`config.mk`:
```
export PLATFORM = sky130hd
export DESIGN_NAME = spi_port
export DESIGN_NICKNAME = d
export VERILOG_FILES = /design/src/logic/spi_port_pkg.sv /design/src/logic/spi_port.sv /design/src/logic/tx_fifo.sv /design/src/logic/bit_rate_gen.sv
export SDC_FILE = /design/constraint.sdc
export NUM_CORES = 1
export LEC_CHECK = 0
export BUFFER_PORTS_ARGS = -buffer_cell sky130_fd_sc_hd__buf_2
export CAP_MARGIN = 20
export CORE_MARGIN = 1
export CORE_UTILIZATION = 60
export CTS_CLUSTER_SIZE = 28
export DETAILED_ROUTE_END_ITERATION = 8
export PLACE_DENSITY = 0.86
export SLEW_MARGIN = 20
export SYNTH_ARGS = -nofsm -noshare
export SYNTH_HDL_FRONTEND = slang
export SYNTH_HIERARCHICAL = 1
export SYNTH_SLANG_ARGS = --single-unit
```
`constraint.sdc`:
```
create_clock -name CORE_CLK_IN -period 4.42 [get_ports CORE_CLK_IN]
set_input_delay 0.884 -clock CORE_CLK_IN [delete_from_list [all_inputs] [get_ports CORE_CLK_IN]]
set_output_delay 0.884 -clock CORE_CLK_IN [all_outputs]
set_load 0.03 [all_outputs]
```
`src/logic/spi_port_pkg.sv`:
```
// shared constants and types for the serial peripheral port
// assumes a single bus clock domain; no bus, all settings are plain ports
package spi_port_pkg;

   // ************************************************************
   // widths and depths
   // ************************************************************
   localparam int DATA_W = 8;
   localparam int TX_FIFO_DEPTH = 16;
   localparam int SEL_W = 3;
   localparam int DIV_CNT_W = 11;
   localparam int EDGE_W = 5;

   // ************************************************************
   // counts and reset values
   // ************************************************************
   localparam logic [EDGE_W-1:0] EDGE_ZERO = 5'h00;
   localparam logic [EDGE_W-1:0] FIRST_EDGE = 5'h01;
   localparam logic [EDGE_W-1:0] EDGES_PER_BYTE = 5'h10;
   localparam logic [DATA_W-1:0] DATA_RESET = 8'h00;
   localparam logic PIN_IDLE = 1'b0;
   localparam logic SELECT_IDLE = 1'b1;

   typedef enum logic [1:0] {ST_IDLE, ST_MASTER, ST_SLAVE} state_t;

endpackage

```
`src/logic/spi_port.sv`:
```
// serial peripheral port, master or slave, full duplex or single wire
// assumes all inputs synchronous to CORE_CLK_IN except the slave serial clock
// Behaviour
// - master alone starts; shifter exchanges with partner
// - written byte waits, loads at transfer start
// - completed byte moves into receive buffer
// - master drives clock and MOSI, samples MISO
// - slave takes clock, drives MISO, samples MOSI
// - prescaler divides bus clock by 1..8
// - rate field divides further by 2..256
// - disabled port drives none of four pins
// - dual wire: MOSI master out, MISO in
// - single wire master uses MOSI, releases MISO
// - single wire slave uses MISO, releases MOSI
// - slave select is input in slave mode
// - master without fault detect ignores select pin
// - master fault detect: fault input or auto select
// - stop disables port; deep stop resets it
// - light stop freezes state, resumes afterwards
// - five byte-wide register groups as ports
// - disable aborts, empties buffers, fixes flags
// - polarity bit sets clock idle level
// - phase bit picks sampling edge
// - bit order selects msb or lsb first
`timescale 1ns/1ps
module spi_port #(
   parameter int DATA_W = spi_port_pkg::DATA_W,
   parameter int FIFO_DEPTH = spi_port_pkg::TX_FIFO_DEPTH
) (
   input wire logic CORE_CLK_IN,
   input wire logic RST_N_IN,
   input wire logic LIGHT_STOP_IN,
   input wire logic DEEP_STOP_IN,
   input wire logic PORT_ENABLE_IN,
   input wire logic MASTER_MODE_IN,
   input wire logic CLOCK_IDLE_POLARITY_IN,
   input wire logic CLOCK_EDGE_PHASE_IN,
   input wire logic LOW_BIT_FIRST_IN,
   input wire logic SINGLE_WIRE_SELECT_IN,
   input wire logic HALF_DUPLEX_DRIVE_ENABLE_IN,
   input wire logic FAULT_DETECT_ENABLE_IN,
   input wire logic SELECT_OUTPUT_ENABLE_IN,
   input wire logic [spi_port_pkg::SEL_W-1:0] PRESCALE_SELECT_IN,
   input wire logic [spi_port_pkg::SEL_W-1:0] RATE_DIVIDER_SELECT_IN,
   input wire logic TX_VALID_IN,
   input wire logic [DATA_W-1:0] TX_DATA_IN,
   output logic TX_READY_OUT,
   output logic TRANSMIT_EMPTY_FLAG_OUT,
   output logic [DATA_W-1:0] RX_DATA_OUT,
   output logic RECEIVE_FULL_FLAG_OUT,
   input wire logic RX_READ_IN,
   output logic MODE_FAULT_OUT,
   input wire logic MODE_FAULT_CLEAR_IN,
   input wire logic SERIAL_CLOCK_PIN_IN,
   output logic SERIAL_CLOCK_PIN_OUT,
   output logic SERIAL_CLOCK_PIN_OE_OUT,
   input wire logic MOSI_IN,
   output logic MOSI_OUT,
   output logic MOSI_OE_OUT,
   input wire logic MISO_IN,
   output logic MISO_OUT,
   output logic MISO_OE_OUT,
   input wire logic SLAVE_SELECT_IN,
   output logic SLAVE_SELECT_OUT,
   output logic SLAVE_SELECT_OE_OUT
);
   localparam int EW = spi_port_pkg::EDGE_W;

   spi_port_pkg::state_t state_reg;
   logic [DATA_W-1:0] shift_reg, tx_buf_reg;
   logic [EW-1:0] edge_reg, edge_next;
   logic sample_reg, sck_lvl_reg;
   logic sck_s1_reg, sck_s2_reg, sck_s3_reg, din_d1_reg, din_d2_reg;
   logic clr, freeze, en, ss_low, din_raw, bit_in, half_tick;
   logic start_m, start_s, ev, done, fault_ev, slave_abort;
   logic fifo_valid, fifo_ready;
   logic [DATA_W-1:0] fifo_data;

   // ************************************************************
   // shifter helpers
   // ************************************************************
   function automatic logic out_bit(input logic [DATA_W-1:0] v, input logic lsb);
      return lsb ? v[0] : v[DATA_W-1];
   endfunction

   function automatic logic [DATA_W-1:0] shift_in(input logic [DATA_W-1:0] v,
                                                  input logic b, input logic lsb);
      return lsb ? {b, v[DATA_W-1:1]} : {v[DATA_W-2:0], b};
   endfunction

   // ************************************************************
   // mode decode
   // ************************************************************
   // deep stop loses everything, light stop halts and releases the pins but keeps state
   assign clr = !RST_N_IN || DEEP_STOP_IN;
   assign freeze = LIGHT_STOP_IN;
   assign en = PORT_ENABLE_IN && !LIGHT_STOP_IN;
   assign ss_low = !SLAVE_SELECT_IN;

   // single wire swaps which pin carries incoming data
   always_comb
   begin
      if (MASTER_MODE_IN)
         din_raw = SINGLE_WIRE_SELECT_IN ? MOSI_IN : MISO_IN;
      else
         din_raw = SINGLE_WIRE_SELECT_IN ? MISO_IN : MOSI_IN;
   end

   // the slave data is delayed to line up with the synchronised clock
   assign bit_in = MASTER_MODE_IN ? din_raw : din_d2_reg;

   assign start_m = state_reg == spi_port_pkg::ST_IDLE && en && MASTER_MODE_IN
                    && !TRANSMIT_EMPTY_FLAG_OUT && !MODE_FAULT_OUT;
   assign start_s = state_reg == spi_port_pkg::ST_IDLE && en && !MASTER_MODE_IN
                    && ss_low;
   assign slave_abort = state_reg == spi_port_pkg::ST_SLAVE && !ss_low;
   assign fault_ev = en && MASTER_MODE_IN && FAULT_DETECT_ENABLE_IN
                     && !SELECT_OUTPUT_ENABLE_IN && ss_low;
   assign ev = !freeze && ((state_reg == spi_port_pkg::ST_MASTER && half_tick)
               || (state_reg == spi_port_pkg::ST_SLAVE && ss_low
                   && sck_s2_reg != sck_s3_reg));
   assign edge_next = edge_reg + spi_port_pkg::FIRST_EDGE;
   assign done = ev && edge_next == spi_port_pkg::EDGES_PER_BYTE;

   // ************************************************************
   // slave clock synchroniser
   // ************************************************************
   always_ff @(posedge CORE_CLK_IN)
   begin
      if (clr)
      begin
         sck_s1_reg <= spi_port_pkg::PIN_IDLE;
         sck_s2_reg <= spi_port_pkg::PIN_IDLE;
         sck_s3_reg <= spi_port_pkg::PIN_IDLE;
         din_d1_reg <= spi_port_pkg::PIN_IDLE;
         din_d2_reg <= spi_port_pkg::PIN_IDLE;
      end
      else
      begin
         sck_s1_reg <= SERIAL_CLOCK_PIN_IN;
         sck_s2_reg <= sck_s1_reg;
         sck_s3_reg <= sck_s2_reg;
         din_d1_reg <= din_raw;
         din_d2_reg <= din_d1_reg;
      end
   end

   // ************************************************************
   // bit-rate generator and transmit fifo
   // ************************************************************
   bit_rate_gen u_rate (
      .clk_in(CORE_CLK_IN),
      .clr_in(clr),
      .run_in(state_reg == spi_port_pkg::ST_MASTER),
      .hold_in(freeze),
      .prescale_in(PRESCALE_SELECT_IN),
      .rate_in(RATE_DIVIDER_SELECT_IN),
      .half_tick_out(half_tick)
   );

   // writes offered during light stop are dropped while TX_READY_OUT can still show ready
   assign fifo_ready = TRANSMIT_EMPTY_FLAG_OUT && en && !freeze;

   tx_fifo #(.WIDTH(DATA_W), .DEPTH(FIFO_DEPTH)) u_fifo (
      .clk_in(CORE_CLK_IN),
      .clr_in(clr),
      .flush_in(!PORT_ENABLE_IN && !freeze),
      .in_valid_in(TX_VALID_IN && !freeze),
      .in_data_in(TX_DATA_IN),
      .in_ready_out(TX_READY_OUT),
      .out_valid_out(fifo_valid),
      .out_data_out(fifo_data),
      .out_ready_in(fifo_ready)
   );

   // ************************************************************
   // transfer engine
   // ************************************************************
   always_ff @(posedge CORE_CLK_IN)
   begin
      if (clr)
      begin
         state_reg <= spi_port_pkg::ST_IDLE;
         shift_reg <= spi_port_pkg::DATA_RESET;
         edge_reg <= spi_port_pkg::EDGE_ZERO;
         sample_reg <= spi_port_pkg::PIN_IDLE;
         sck_lvl_reg <= spi_port_pkg::PIN_IDLE;
      end
      else if (freeze)
         state_reg <= state_reg;
      else if (!PORT_ENABLE_IN || fault_ev || slave_abort)
      begin
         state_reg <= spi_port_pkg::ST_IDLE;
         edge_reg <= spi_port_pkg::EDGE_ZERO;
         sck_lvl_reg <= spi_port_pkg::PIN_IDLE;
      end
      else
      begin
         unique case (state_reg)
            spi_port_pkg::ST_IDLE:
            begin
               if (start_m)
               begin
                  shift_reg <= tx_buf_reg;
                  state_reg <= spi_port_pkg::ST_MASTER;
               end
               else if (start_s)
               begin
                  if (!TRANSMIT_EMPTY_FLAG_OUT)
                     shift_reg <= tx_buf_reg;
                  state_reg <= spi_port_pkg::ST_SLAVE;
               end
               edge_reg <= spi_port_pkg::EDGE_ZERO;
            end
            spi_port_pkg::ST_MASTER, spi_port_pkg::ST_SLAVE:
            begin
               if (ev)
               begin
                  edge_reg <= edge_next;
                  if (state_reg == spi_port_pkg::ST_MASTER)
                     sck_lvl_reg <= !sck_lvl_reg;
                  if (!CLOCK_EDGE_PHASE_IN)
                  begin
                     // phase 0: sample on leading, shift on trailing
                     if (edge_next[0])
                        sample_reg <= bit_in;
                     else
                        shift_reg <= shift_in(shift_reg, sample_reg, LOW_BIT_FIRST_IN);
                  end
                  else if (edge_next[0])
                  begin
                     if (edge_next != spi_port_pkg::FIRST_EDGE)
                        shift_reg <= shift_in(shift_reg, sample_reg, LOW_BIT_FIRST_IN);
                  end
                  else if (done)
                     shift_reg <= shift_in(shift_reg, bit_in, LOW_BIT_FIRST_IN);
                  else
                     sample_reg <= bit_in;
                  if (done)
                     state_reg <= spi_port_pkg::ST_IDLE;
               end
            end
         endcase
      end
   end

   // ************************************************************
   // transmit buffer
   // ************************************************************
   always_ff @(posedge CORE_CLK_IN)
   begin
      if (clr)
      begin
         tx_buf_reg <= spi_port_pkg::DATA_RESET;
         TRANSMIT_EMPTY_FLAG_OUT <= 1'b1;
      end
      else if (!freeze)
      begin
         if (!PORT_ENABLE_IN)
            TRANSMIT_EMPTY_FLAG_OUT <= 1'b1;
         else if (fifo_valid && fifo_ready)
         begin
            tx_buf_reg <= fifo_data;
            TRANSMIT_EMPTY_FLAG_OUT <= 1'b0;
         end
         else if ((start_m || start_s) && !fault_ev)
            TRANSMIT_EMPTY_FLAG_OUT <= 1'b1;
      end
   end

   // ************************************************************
   // receive buffer and fault flag
   // ************************************************************
   // a completed byte in the same cycle as a read keeps the flag set
   always_ff @(posedge CORE_CLK_IN)
   begin
      if (clr)
      begin
         RX_DATA_OUT <= spi_port_pkg::DATA_RESET;
         RECEIVE_FULL_FLAG_OUT <= 1'b0;
      end
      else if (!freeze)
      begin
         if (!PORT_ENABLE_IN)
            RECEIVE_FULL_FLAG_OUT <= 1'b0;
         else if (done)
         begin
            RX_DATA_OUT <= (CLOCK_EDGE_PHASE_IN && !edge_next[0])
                           ? shift_in(shift_reg, bit_in, LOW_BIT_FIRST_IN)
                           : shift_in(shift_reg, sample_reg, LOW_BIT_FIRST_IN);
            RECEIVE_FULL_FLAG_OUT <= 1'b1;
         end
         else if (RX_READ_IN)
            RECEIVE_FULL_FLAG_OUT <= 1'b0;
      end
   end

   always_ff @(posedge CORE_CLK_IN)
   begin
      if (clr)
         MODE_FAULT_OUT <= 1'b0;
      else if (!freeze)
      begin
         if (fault_ev)
            MODE_FAULT_OUT <= 1'b1;
         else if (MODE_FAULT_CLEAR_IN)
            MODE_FAULT_OUT <= 1'b0;
      end
   end

   // ************************************************************
   // pin multiplexing
   // ************************************************************
   always_ff @(posedge CORE_CLK_IN)
   begin
      if (clr)
      begin
         SERIAL_CLOCK_PIN_OUT <= spi_port_pkg::PIN_IDLE;
         SERIAL_CLOCK_PIN_OE_OUT <= 1'b0;
         MOSI_OUT <= spi_port_pkg::PIN_IDLE;
         MOSI_OE_OUT <= 1'b0;
         MISO_OUT <= spi_port_pkg::PIN_IDLE;
         MISO_OE_OUT <= 1'b0;
         SLAVE_SELECT_OUT <= spi_port_pkg::SELECT_IDLE;
         SLAVE_SELECT_OE_OUT <= 1'b0;
      end
      else
      begin
         SERIAL_CLOCK_PIN_OUT <= CLOCK_IDLE_POLARITY_IN ^ sck_lvl_reg;
         SERIAL_CLOCK_PIN_OE_OUT <= en && MASTER_MODE_IN;
         MOSI_OUT <= out_bit(shift_reg, LOW_BIT_FIRST_IN);
         MOSI_OE_OUT <= en && MASTER_MODE_IN
                        && (!SINGLE_WIRE_SELECT_IN || HALF_DUPLEX_DRIVE_ENABLE_IN);
         MISO_OUT <= out_bit(shift_reg, LOW_BIT_FIRST_IN);
         MISO_OE_OUT <= en && !MASTER_MODE_IN && ss_low
                        && (!SINGLE_WIRE_SELECT_IN || HALF_DUPLEX_DRIVE_ENABLE_IN);
         SLAVE_SELECT_OUT <= state_reg != spi_port_pkg::ST_MASTER;
         SLAVE_SELECT_OE_OUT <= en && MASTER_MODE_IN && FAULT_DETECT_ENABLE_IN
                                && SELECT_OUTPUT_ENABLE_IN;
      end
   end

   // ************************************************************
   // checks
   // ************************************************************
   a_disable_flags: assert property (@(posedge CORE_CLK_IN) disable iff (clr)
      !PORT_ENABLE_IN && !freeze |=> TRANSMIT_EMPTY_FLAG_OUT && !RECEIVE_FULL_FLAG_OUT
      && state_reg == spi_port_pkg::ST_IDLE)
      else $error("disable did not clear buffers and state");
   a_pins_released: assert property (@(posedge CORE_CLK_IN) disable iff (clr)
      !en |=> !SERIAL_CLOCK_PIN_OE_OUT && !MOSI_OE_OUT && !MISO_OE_OUT && !SLAVE_SELECT_OE_OUT)
      else $error("disabled port still drives a pin");
   a_slave_select_in: assert property (@(posedge CORE_CLK_IN) disable iff (clr)
      !MASTER_MODE_IN |=> !SLAVE_SELECT_OE_OUT && !SERIAL_CLOCK_PIN_OE_OUT)
      else $error("slave drives select or clock");
   a_select_unused: assert property (@(posedge CORE_CLK_IN) disable iff (clr)
      MASTER_MODE_IN && !FAULT_DETECT_ENABLE_IN |=> !SLAVE_SELECT_OE_OUT)
      else $error("select pin driven without fault detect");
   a_dual_wire_dir: assert property (@(posedge CORE_CLK_IN) disable iff (clr)
      en && MASTER_MODE_IN && !SINGLE_WIRE_SELECT_IN |=> MOSI_OE_OUT && !MISO_OE_OUT)
      else $error("master data pin direction wrong");
   a_single_master: assert property (@(posedge CORE_CLK_IN) disable iff (clr)
      en && MASTER_MODE_IN && SINGLE_WIRE_SELECT_IN
      |=> !MISO_OE_OUT && MOSI_OE_OUT == $past(HALF_DUPLEX_DRIVE_ENABLE_IN))
      else $error("single wire master pin use wrong");
   a_single_slave: assert property (@(posedge CORE_CLK_IN) disable iff (clr)
      en && !MASTER_MODE_IN && SINGLE_WIRE_SELECT_IN |=> !MOSI_OE_OUT)
      else $error("single wire slave drives the master pin");
   a_load_start: assert property (@(posedge CORE_CLK_IN) disable iff (clr)
      start_m && !fault_ev |=> shift_reg == $past(tx_buf_reg) && TRANSMIT_EMPTY_FLAG_OUT)
      else $error("transmit buffer not loaded at start");
   a_rx_capture: assert property (@(posedge CORE_CLK_IN) disable iff (clr)
      done && PORT_ENABLE_IN |=> RECEIVE_FULL_FLAG_OUT)
      else $error("completed byte not flagged");
   a_sck_idle_after: assert property (@(posedge CORE_CLK_IN) disable iff (clr)
      done && state_reg == spi_port_pkg::ST_MASTER && PORT_ENABLE_IN ##1 1'b1
      |=> SERIAL_CLOCK_PIN_OUT == $past(CLOCK_IDLE_POLARITY_IN))
      else $error("clock pin not idle after byte");
   a_fault_stops: assert property (@(posedge CORE_CLK_IN) disable iff (clr)
      fault_ev && !freeze |=> MODE_FAULT_OUT && state_reg == spi_port_pkg::ST_IDLE)
      else $error("mode fault not taken");

endmodule // spi_port

```
`src/logic/tx_fifo.sv`:
```
// synchronous fifo in the transmit data path
// assumes DEPTH is a power of two; one clock, synchronous active-high clear
`timescale 1ns/1ps
module tx_fifo #(
   parameter int WIDTH = spi_port_pkg::DATA_W,
   parameter int DEPTH = spi_port_pkg::TX_FIFO_DEPTH
) (
   input wire logic clk_in,
   input wire logic clr_in,
   input wire logic flush_in,
   input wire logic in_valid_in,
   input wire logic [WIDTH-1:0] in_data_in,
   output logic in_ready_out,
   output logic out_valid_out,
   output logic [WIDTH-1:0] out_data_out,
   input wire logic out_ready_in
);
   localparam int PTR_W = $clog2(DEPTH);
   localparam int CNT_W = $clog2(DEPTH + 1);
   localparam logic [CNT_W-1:0] FULL_COUNT = CNT_W'(DEPTH);

   logic [WIDTH-1:0] mem_reg [DEPTH];
   logic [PTR_W-1:0] wr_ptr_reg, rd_ptr_reg;
   logic [CNT_W-1:0] count_reg, count_next;
   logic push, pop;

   assign push = in_valid_in && in_ready_out;
   assign pop = out_valid_out && out_ready_in;
   assign out_valid_out = count_reg != '0;
   assign out_data_out = mem_reg[rd_ptr_reg];

   always_comb
   begin
      count_next = count_reg;
      if (push && !pop)
         count_next = count_reg + CNT_W'(1);
      else if (pop && !push)
         count_next = count_reg - CNT_W'(1);
   end

   always_ff @(posedge clk_in)
   begin
      if (push)
         mem_reg[wr_ptr_reg] <= in_data_in;
   end

   always_ff @(posedge clk_in)
   begin
      if (clr_in || flush_in)
      begin
         wr_ptr_reg <= '0;
         rd_ptr_reg <= '0;
         count_reg <= '0;
         in_ready_out <= 1'b0;
      end
      else
      begin
         if (push)
            wr_ptr_reg <= wr_ptr_reg + PTR_W'(1);
         if (pop)
            rd_ptr_reg <= rd_ptr_reg + PTR_W'(1);
         count_reg <= count_next;
         // ready kept as a flop so the source never sees a combinational path
         in_ready_out <= count_next != FULL_COUNT;
      end
   end

endmodule // tx_fifo

```
`src/logic/bit_rate_gen.sv`:
```
// master bit-rate generator: half-bit ticks from the bus clock
// assumes prescale and rate selects stay steady while a byte is shifting
`timescale 1ns/1ps
module bit_rate_gen #(
   parameter int SEL_W = spi_port_pkg::SEL_W,
   parameter int CNT_W = spi_port_pkg::DIV_CNT_W
) (
   input wire logic clk_in,
   input wire logic clr_in,
   input wire logic run_in,
   input wire logic hold_in,
   input wire logic [SEL_W-1:0] prescale_in,
   input wire logic [SEL_W-1:0] rate_in,
   output logic half_tick_out
);
   logic [CNT_W-1:0] cnt_reg, lim, gap_reg;

   // half a bit period is (prescale + 1) * 2^rate bus clocks
   function automatic logic [CNT_W-1:0] half_limit(input logic [SEL_W-1:0] p,
                                                    input logic [SEL_W-1:0] r);
      logic [CNT_W-1:0] base;
      base = CNT_W'(p) + CNT_W'(1);
      return (base << r) - CNT_W'(1);
   endfunction

   assign lim = half_limit(prescale_in, rate_in);

   always_ff @(posedge clk_in)
   begin
      if (clr_in || !run_in)
      begin
         cnt_reg <= '0;
         half_tick_out <= 1'b0;
      end
      else if (hold_in)
         half_tick_out <= 1'b0;
      else if (cnt_reg == lim)
      begin
         cnt_reg <= '0;
         half_tick_out <= 1'b1;
      end
      else
      begin
         cnt_reg <= cnt_reg + CNT_W'(1);
         half_tick_out <= 1'b0;
      end
   end

   // cycles since the previous tick, zero when unknown
   always_ff @(posedge clk_in)
   begin
      if (clr_in || !run_in || hold_in)
         gap_reg <= '0;
      else if (half_tick_out)
         gap_reg <= CNT_W'(1);
      else if (gap_reg != '0)
         gap_reg <= gap_reg + CNT_W'(1);
   end

   a_tick_spacing: assert property (@(posedge clk_in) disable iff (clr_in)
      half_tick_out && gap_reg != '0 && $stable(lim) |-> gap_reg == lim + CNT_W'(1))
      else $error("half-bit tick spacing does not match divider");

endmodule // bit_rate_gen

```
==> flow_summary_export.csv <==
group,metric,value,unit
drt,ant_nets,0,
place,place.gp.congestion,0.878,
die,die_w,128,µm
cts,cts_resized,0,
yosys,yosysTopAreaCell,"edfxtp_1",
place,dp.final_hpwl,13700,µm
die,die_area,0.0165,mm²
power,p_leak,0.00364,µW
critical_path,crit_start,"PRESCALE_SELECT_IN[0]",
power,swShare,0.206,
sta,fin_tns_setup,0,ps
place,port_buffers,53,
yosys,synth_area,0.00957,mm²
sta,max_slew_margin,0.345,
sta,holdWs,435,ps
critical_path,endpoint,"u_rate/cnt_reg[10]$_SDFFE_PP0N_",
die,die_h,128,µm
critical_path,required,4770,ps
sta,period_share,0.798,
global_route,grt_pass1_wl,32100,µm
critical_path,crit_type,"input pin to flip-flop",
global_route,grt.total_usage,0.253,
status,outcome,"completed",
yosys,post-synth-top-count-cell,"edfxtp_1",
sta,fin_crit,3530,ps
power,power_frac_comb,0.048,
power,power_frac_seq,0.515,
drt,wl_per_cell,19.9,µm
sta,setup_viol,0,
global_route,grt_pass1_vias,6188,
yosys,yosys_warnings,6,
sta,fmax,284,MHz
cts,h-tree-depth,1,
power,clkPwrFrac,0.437,
final_layout,n_antenna_cell,0,
critical_path,startpoint_type,"input pin",
power,intPower,3150,µW
drt,vias_per_cell,6.20,
critical_path,crit_chain,"buf_2 -> ha_1 -> xor2_2 -> mux4_2 -> xnor2_1 -> or3_1 -> a211oi_1 -> nand4b_1 -> o41ai_4 -> nor2_1",
critical_path,critical-path-max-stage-delay,640,ps
sta,grt_setup_unrepaired,"no",
final_layout,largest_register_ffs,128,
yosys,synthesis.nets,791,
global_route,antenna_found_initial,0,
cts,path_clk_slew,60,ps
hold_path,hp-class,"flip-flop to flip-flop",
hold_path,worstHoldStart,"sck_s1_reg$_SDFF_PP0_",
critical_path,r2r_setup_slack,1790,ps
yosys,synth_top_flop_cell,"edfxtp_1",
critical_path,cpMaxStageDelayCell,"o41ai_4",
drt,postRouteWirelength,20000,µm
yosys,async_reset_ff_frac,0,
final_layout,drive_gt1_frac,0.199,
drt,drtIter0Drc,615,
critical_path,path_max_fanout,14,
cts,cts_root_buffer,"clkbuf_16",
sta,hold_viol,0,
yosys,synth-seq-cells,206,
die,start_util,0.622,
power,peakVddDrop,343,µV
power,power.density,374,mW/mm²
sta,slew_viol_final,0,
cts,cts.path.max_buffers,3,
cts,numCtsBuffers,21,
yosys,synth_cell_types,82,
yosys,synth_edf_count,128,
cts,cts_setup_buffers,0,
die,num_rows,45,
critical_path,cp-end-kind,"flip-flop",
drt,num_vias,6236,
yosys,synth-seq-area-share,0.565,
yosys,synth.area.top_cells,"edfxtp_1 40%, dfxtp_1 16%, mux4_2 9.7%, nand2_1 2.6%, mux2i_1 2.2%",
critical_path,r2r-end,"tx_buf_reg[0]$_SDFFE_PP0P_",
global_route,grt_max_degree,33,
sta,skew,12.0,ps
critical_path,crit_arrival,3880,ps
drt,drc_errors,0,
cts,cts_hold_buf,0,
yosys,synth_common_cells,"128 x edfxtp_1, 78 x dfxtp_1, 67 x nand2_1",
run,max_cap_violations,0,
yosys,syn_area_per_cell,12.9,µm²
cts,numClockSinks,206,
cts,clock_latency,500,ps
global_route,gr-total-overflow,0,
yosys,yosysTopAreaCellShare,0.402,
yosys,syn_inst,741,
final_layout,fin_nets,829,
drt,dr.pass1.iters,6,
power,p_switching,818,µW
final_layout,area_growth,11.0,%
die,ios,54,
critical_path,rr_worst_depth,5,
die,coreArea,0.0154,mm²
sta,worstMarginPinSlew,981,ps
cts,cts_tree,"yes",
-- per-layer routing --
| metal | up-vias | GRT usage | routed length [µm] |
|---|---|---|---|
| li1 | 2879 | - | - |
| met1 | 3056 | 0.334 | 8240 |
| met2 | 251 | 0.436 | 10200 |
| met3 | 50 | 0.0330 | 1040 |
| met4 | 0 | 0.0789 | 500 |
| met5 | - | 0 | 0 |
-- cell usage in the layout, fill, tap and decap left out, types with 5 or more instances in the layout --
cell,instances
edfxtp_1,128
dfxtp_1,77
nand2_1,67
nor2_1,55
buf_2,53
mux4_2,41
mux2i_1,21
clkbuf_16,21
a21oi_1,19
xnor2_1,19
and2_1,19
o21ai_0,18
inv_1,18
xor2_1,17
ha_1,16
and3_1,14
a211oi_1,12
nor2b_1,11
nand3_1,11
nor3_1,8
o211ai_1,8
nand2b_1,7
o211a_1,6
nor3b_1,6
clkinv_2,6
nand4_1,5
-- logic make-up after synthesis --
kind of cell / count (synthesis) / synth area share
and+or+nand+nor: 245 / 0.139
muxes: 65 / 0.122
AOI/OAI and AO/OA: 111 / 0.0896
xor gates and xnor gates: 37 / 0.0347
adders and majority gates: 18 / 0.0231
buffers and inverters: 59 / 0.0267
DFF: 206 / 0.565
-- how the worst min path moves through the flow --
stage	slack, ps	depth (start not counted)	to
4_1_cts	440	1	sck_s2_reg$_SDFF_PP0_
6_report	430	1	sck_s2_reg$_SDFF_PP0_
5_1_grt	460	1	din_d2_reg$_SDFF_PP0_
2_1_floorplan	410	1	din_d2_reg$_SDFF_PP0_
3_5_place_dp	410	1	sck_s2_reg$_SDFF_PP0_
3_3_place_gp	420	1	din_d2_reg$_SDFF_PP0_
-- stage by stage --
step / util / total power (µW) / setup slack, ps / cell area, µm² / std cells
final: 0.691 / 3970 / 893 / 10600 / 1005
after global routing: 0.691 / 4090 / 644 / 10600 / 1005
after CTS: 0.691 / 4000 / 934 / 10600 / 1005
after detailed placement: 0.646 / 2270 / 429 / 9930 / 967
after global placement: 0.646 / 2260 / 528 / 9930 / 967
after floorplan: - / 2210 / 1000 / 9570 / 741
-- worst max-delay path, delay by kind of cell --
family | cells | cell delay [ps]
adder cells (fa/ha/maj) | 1 | 250
buffers and inverters | 1 | 200
AO/OA/AOI/OAI | 2 | 950
multiplexers | 1 | 380
XOR/XNOR | 2 | 570
AND/OR/NAND/NOR | 3 | 630
-- power by group through the flow --
stage,Clock [µW],Sequential (µW),Combinational (µW)
after floorplan,0,2090,125
after global placement,0,2090,179
after detailed placement,0,2090,186
after CTS,1760,2040,188
after global routing,1840,2040,208
final,1730,2040,190
-- area by class of cell --
type	count	area [µm²]
Clock buffer	27	578
Fill cell	1026	4750
Multi-Input combinational cell	476	3910
Inverter	18	67.6
Timing Repair Buffer	56	288
Sequential cell	206	5410
Tap cell	211	264
Clock inverter	11	106
(Power assumes the default switching activity.)
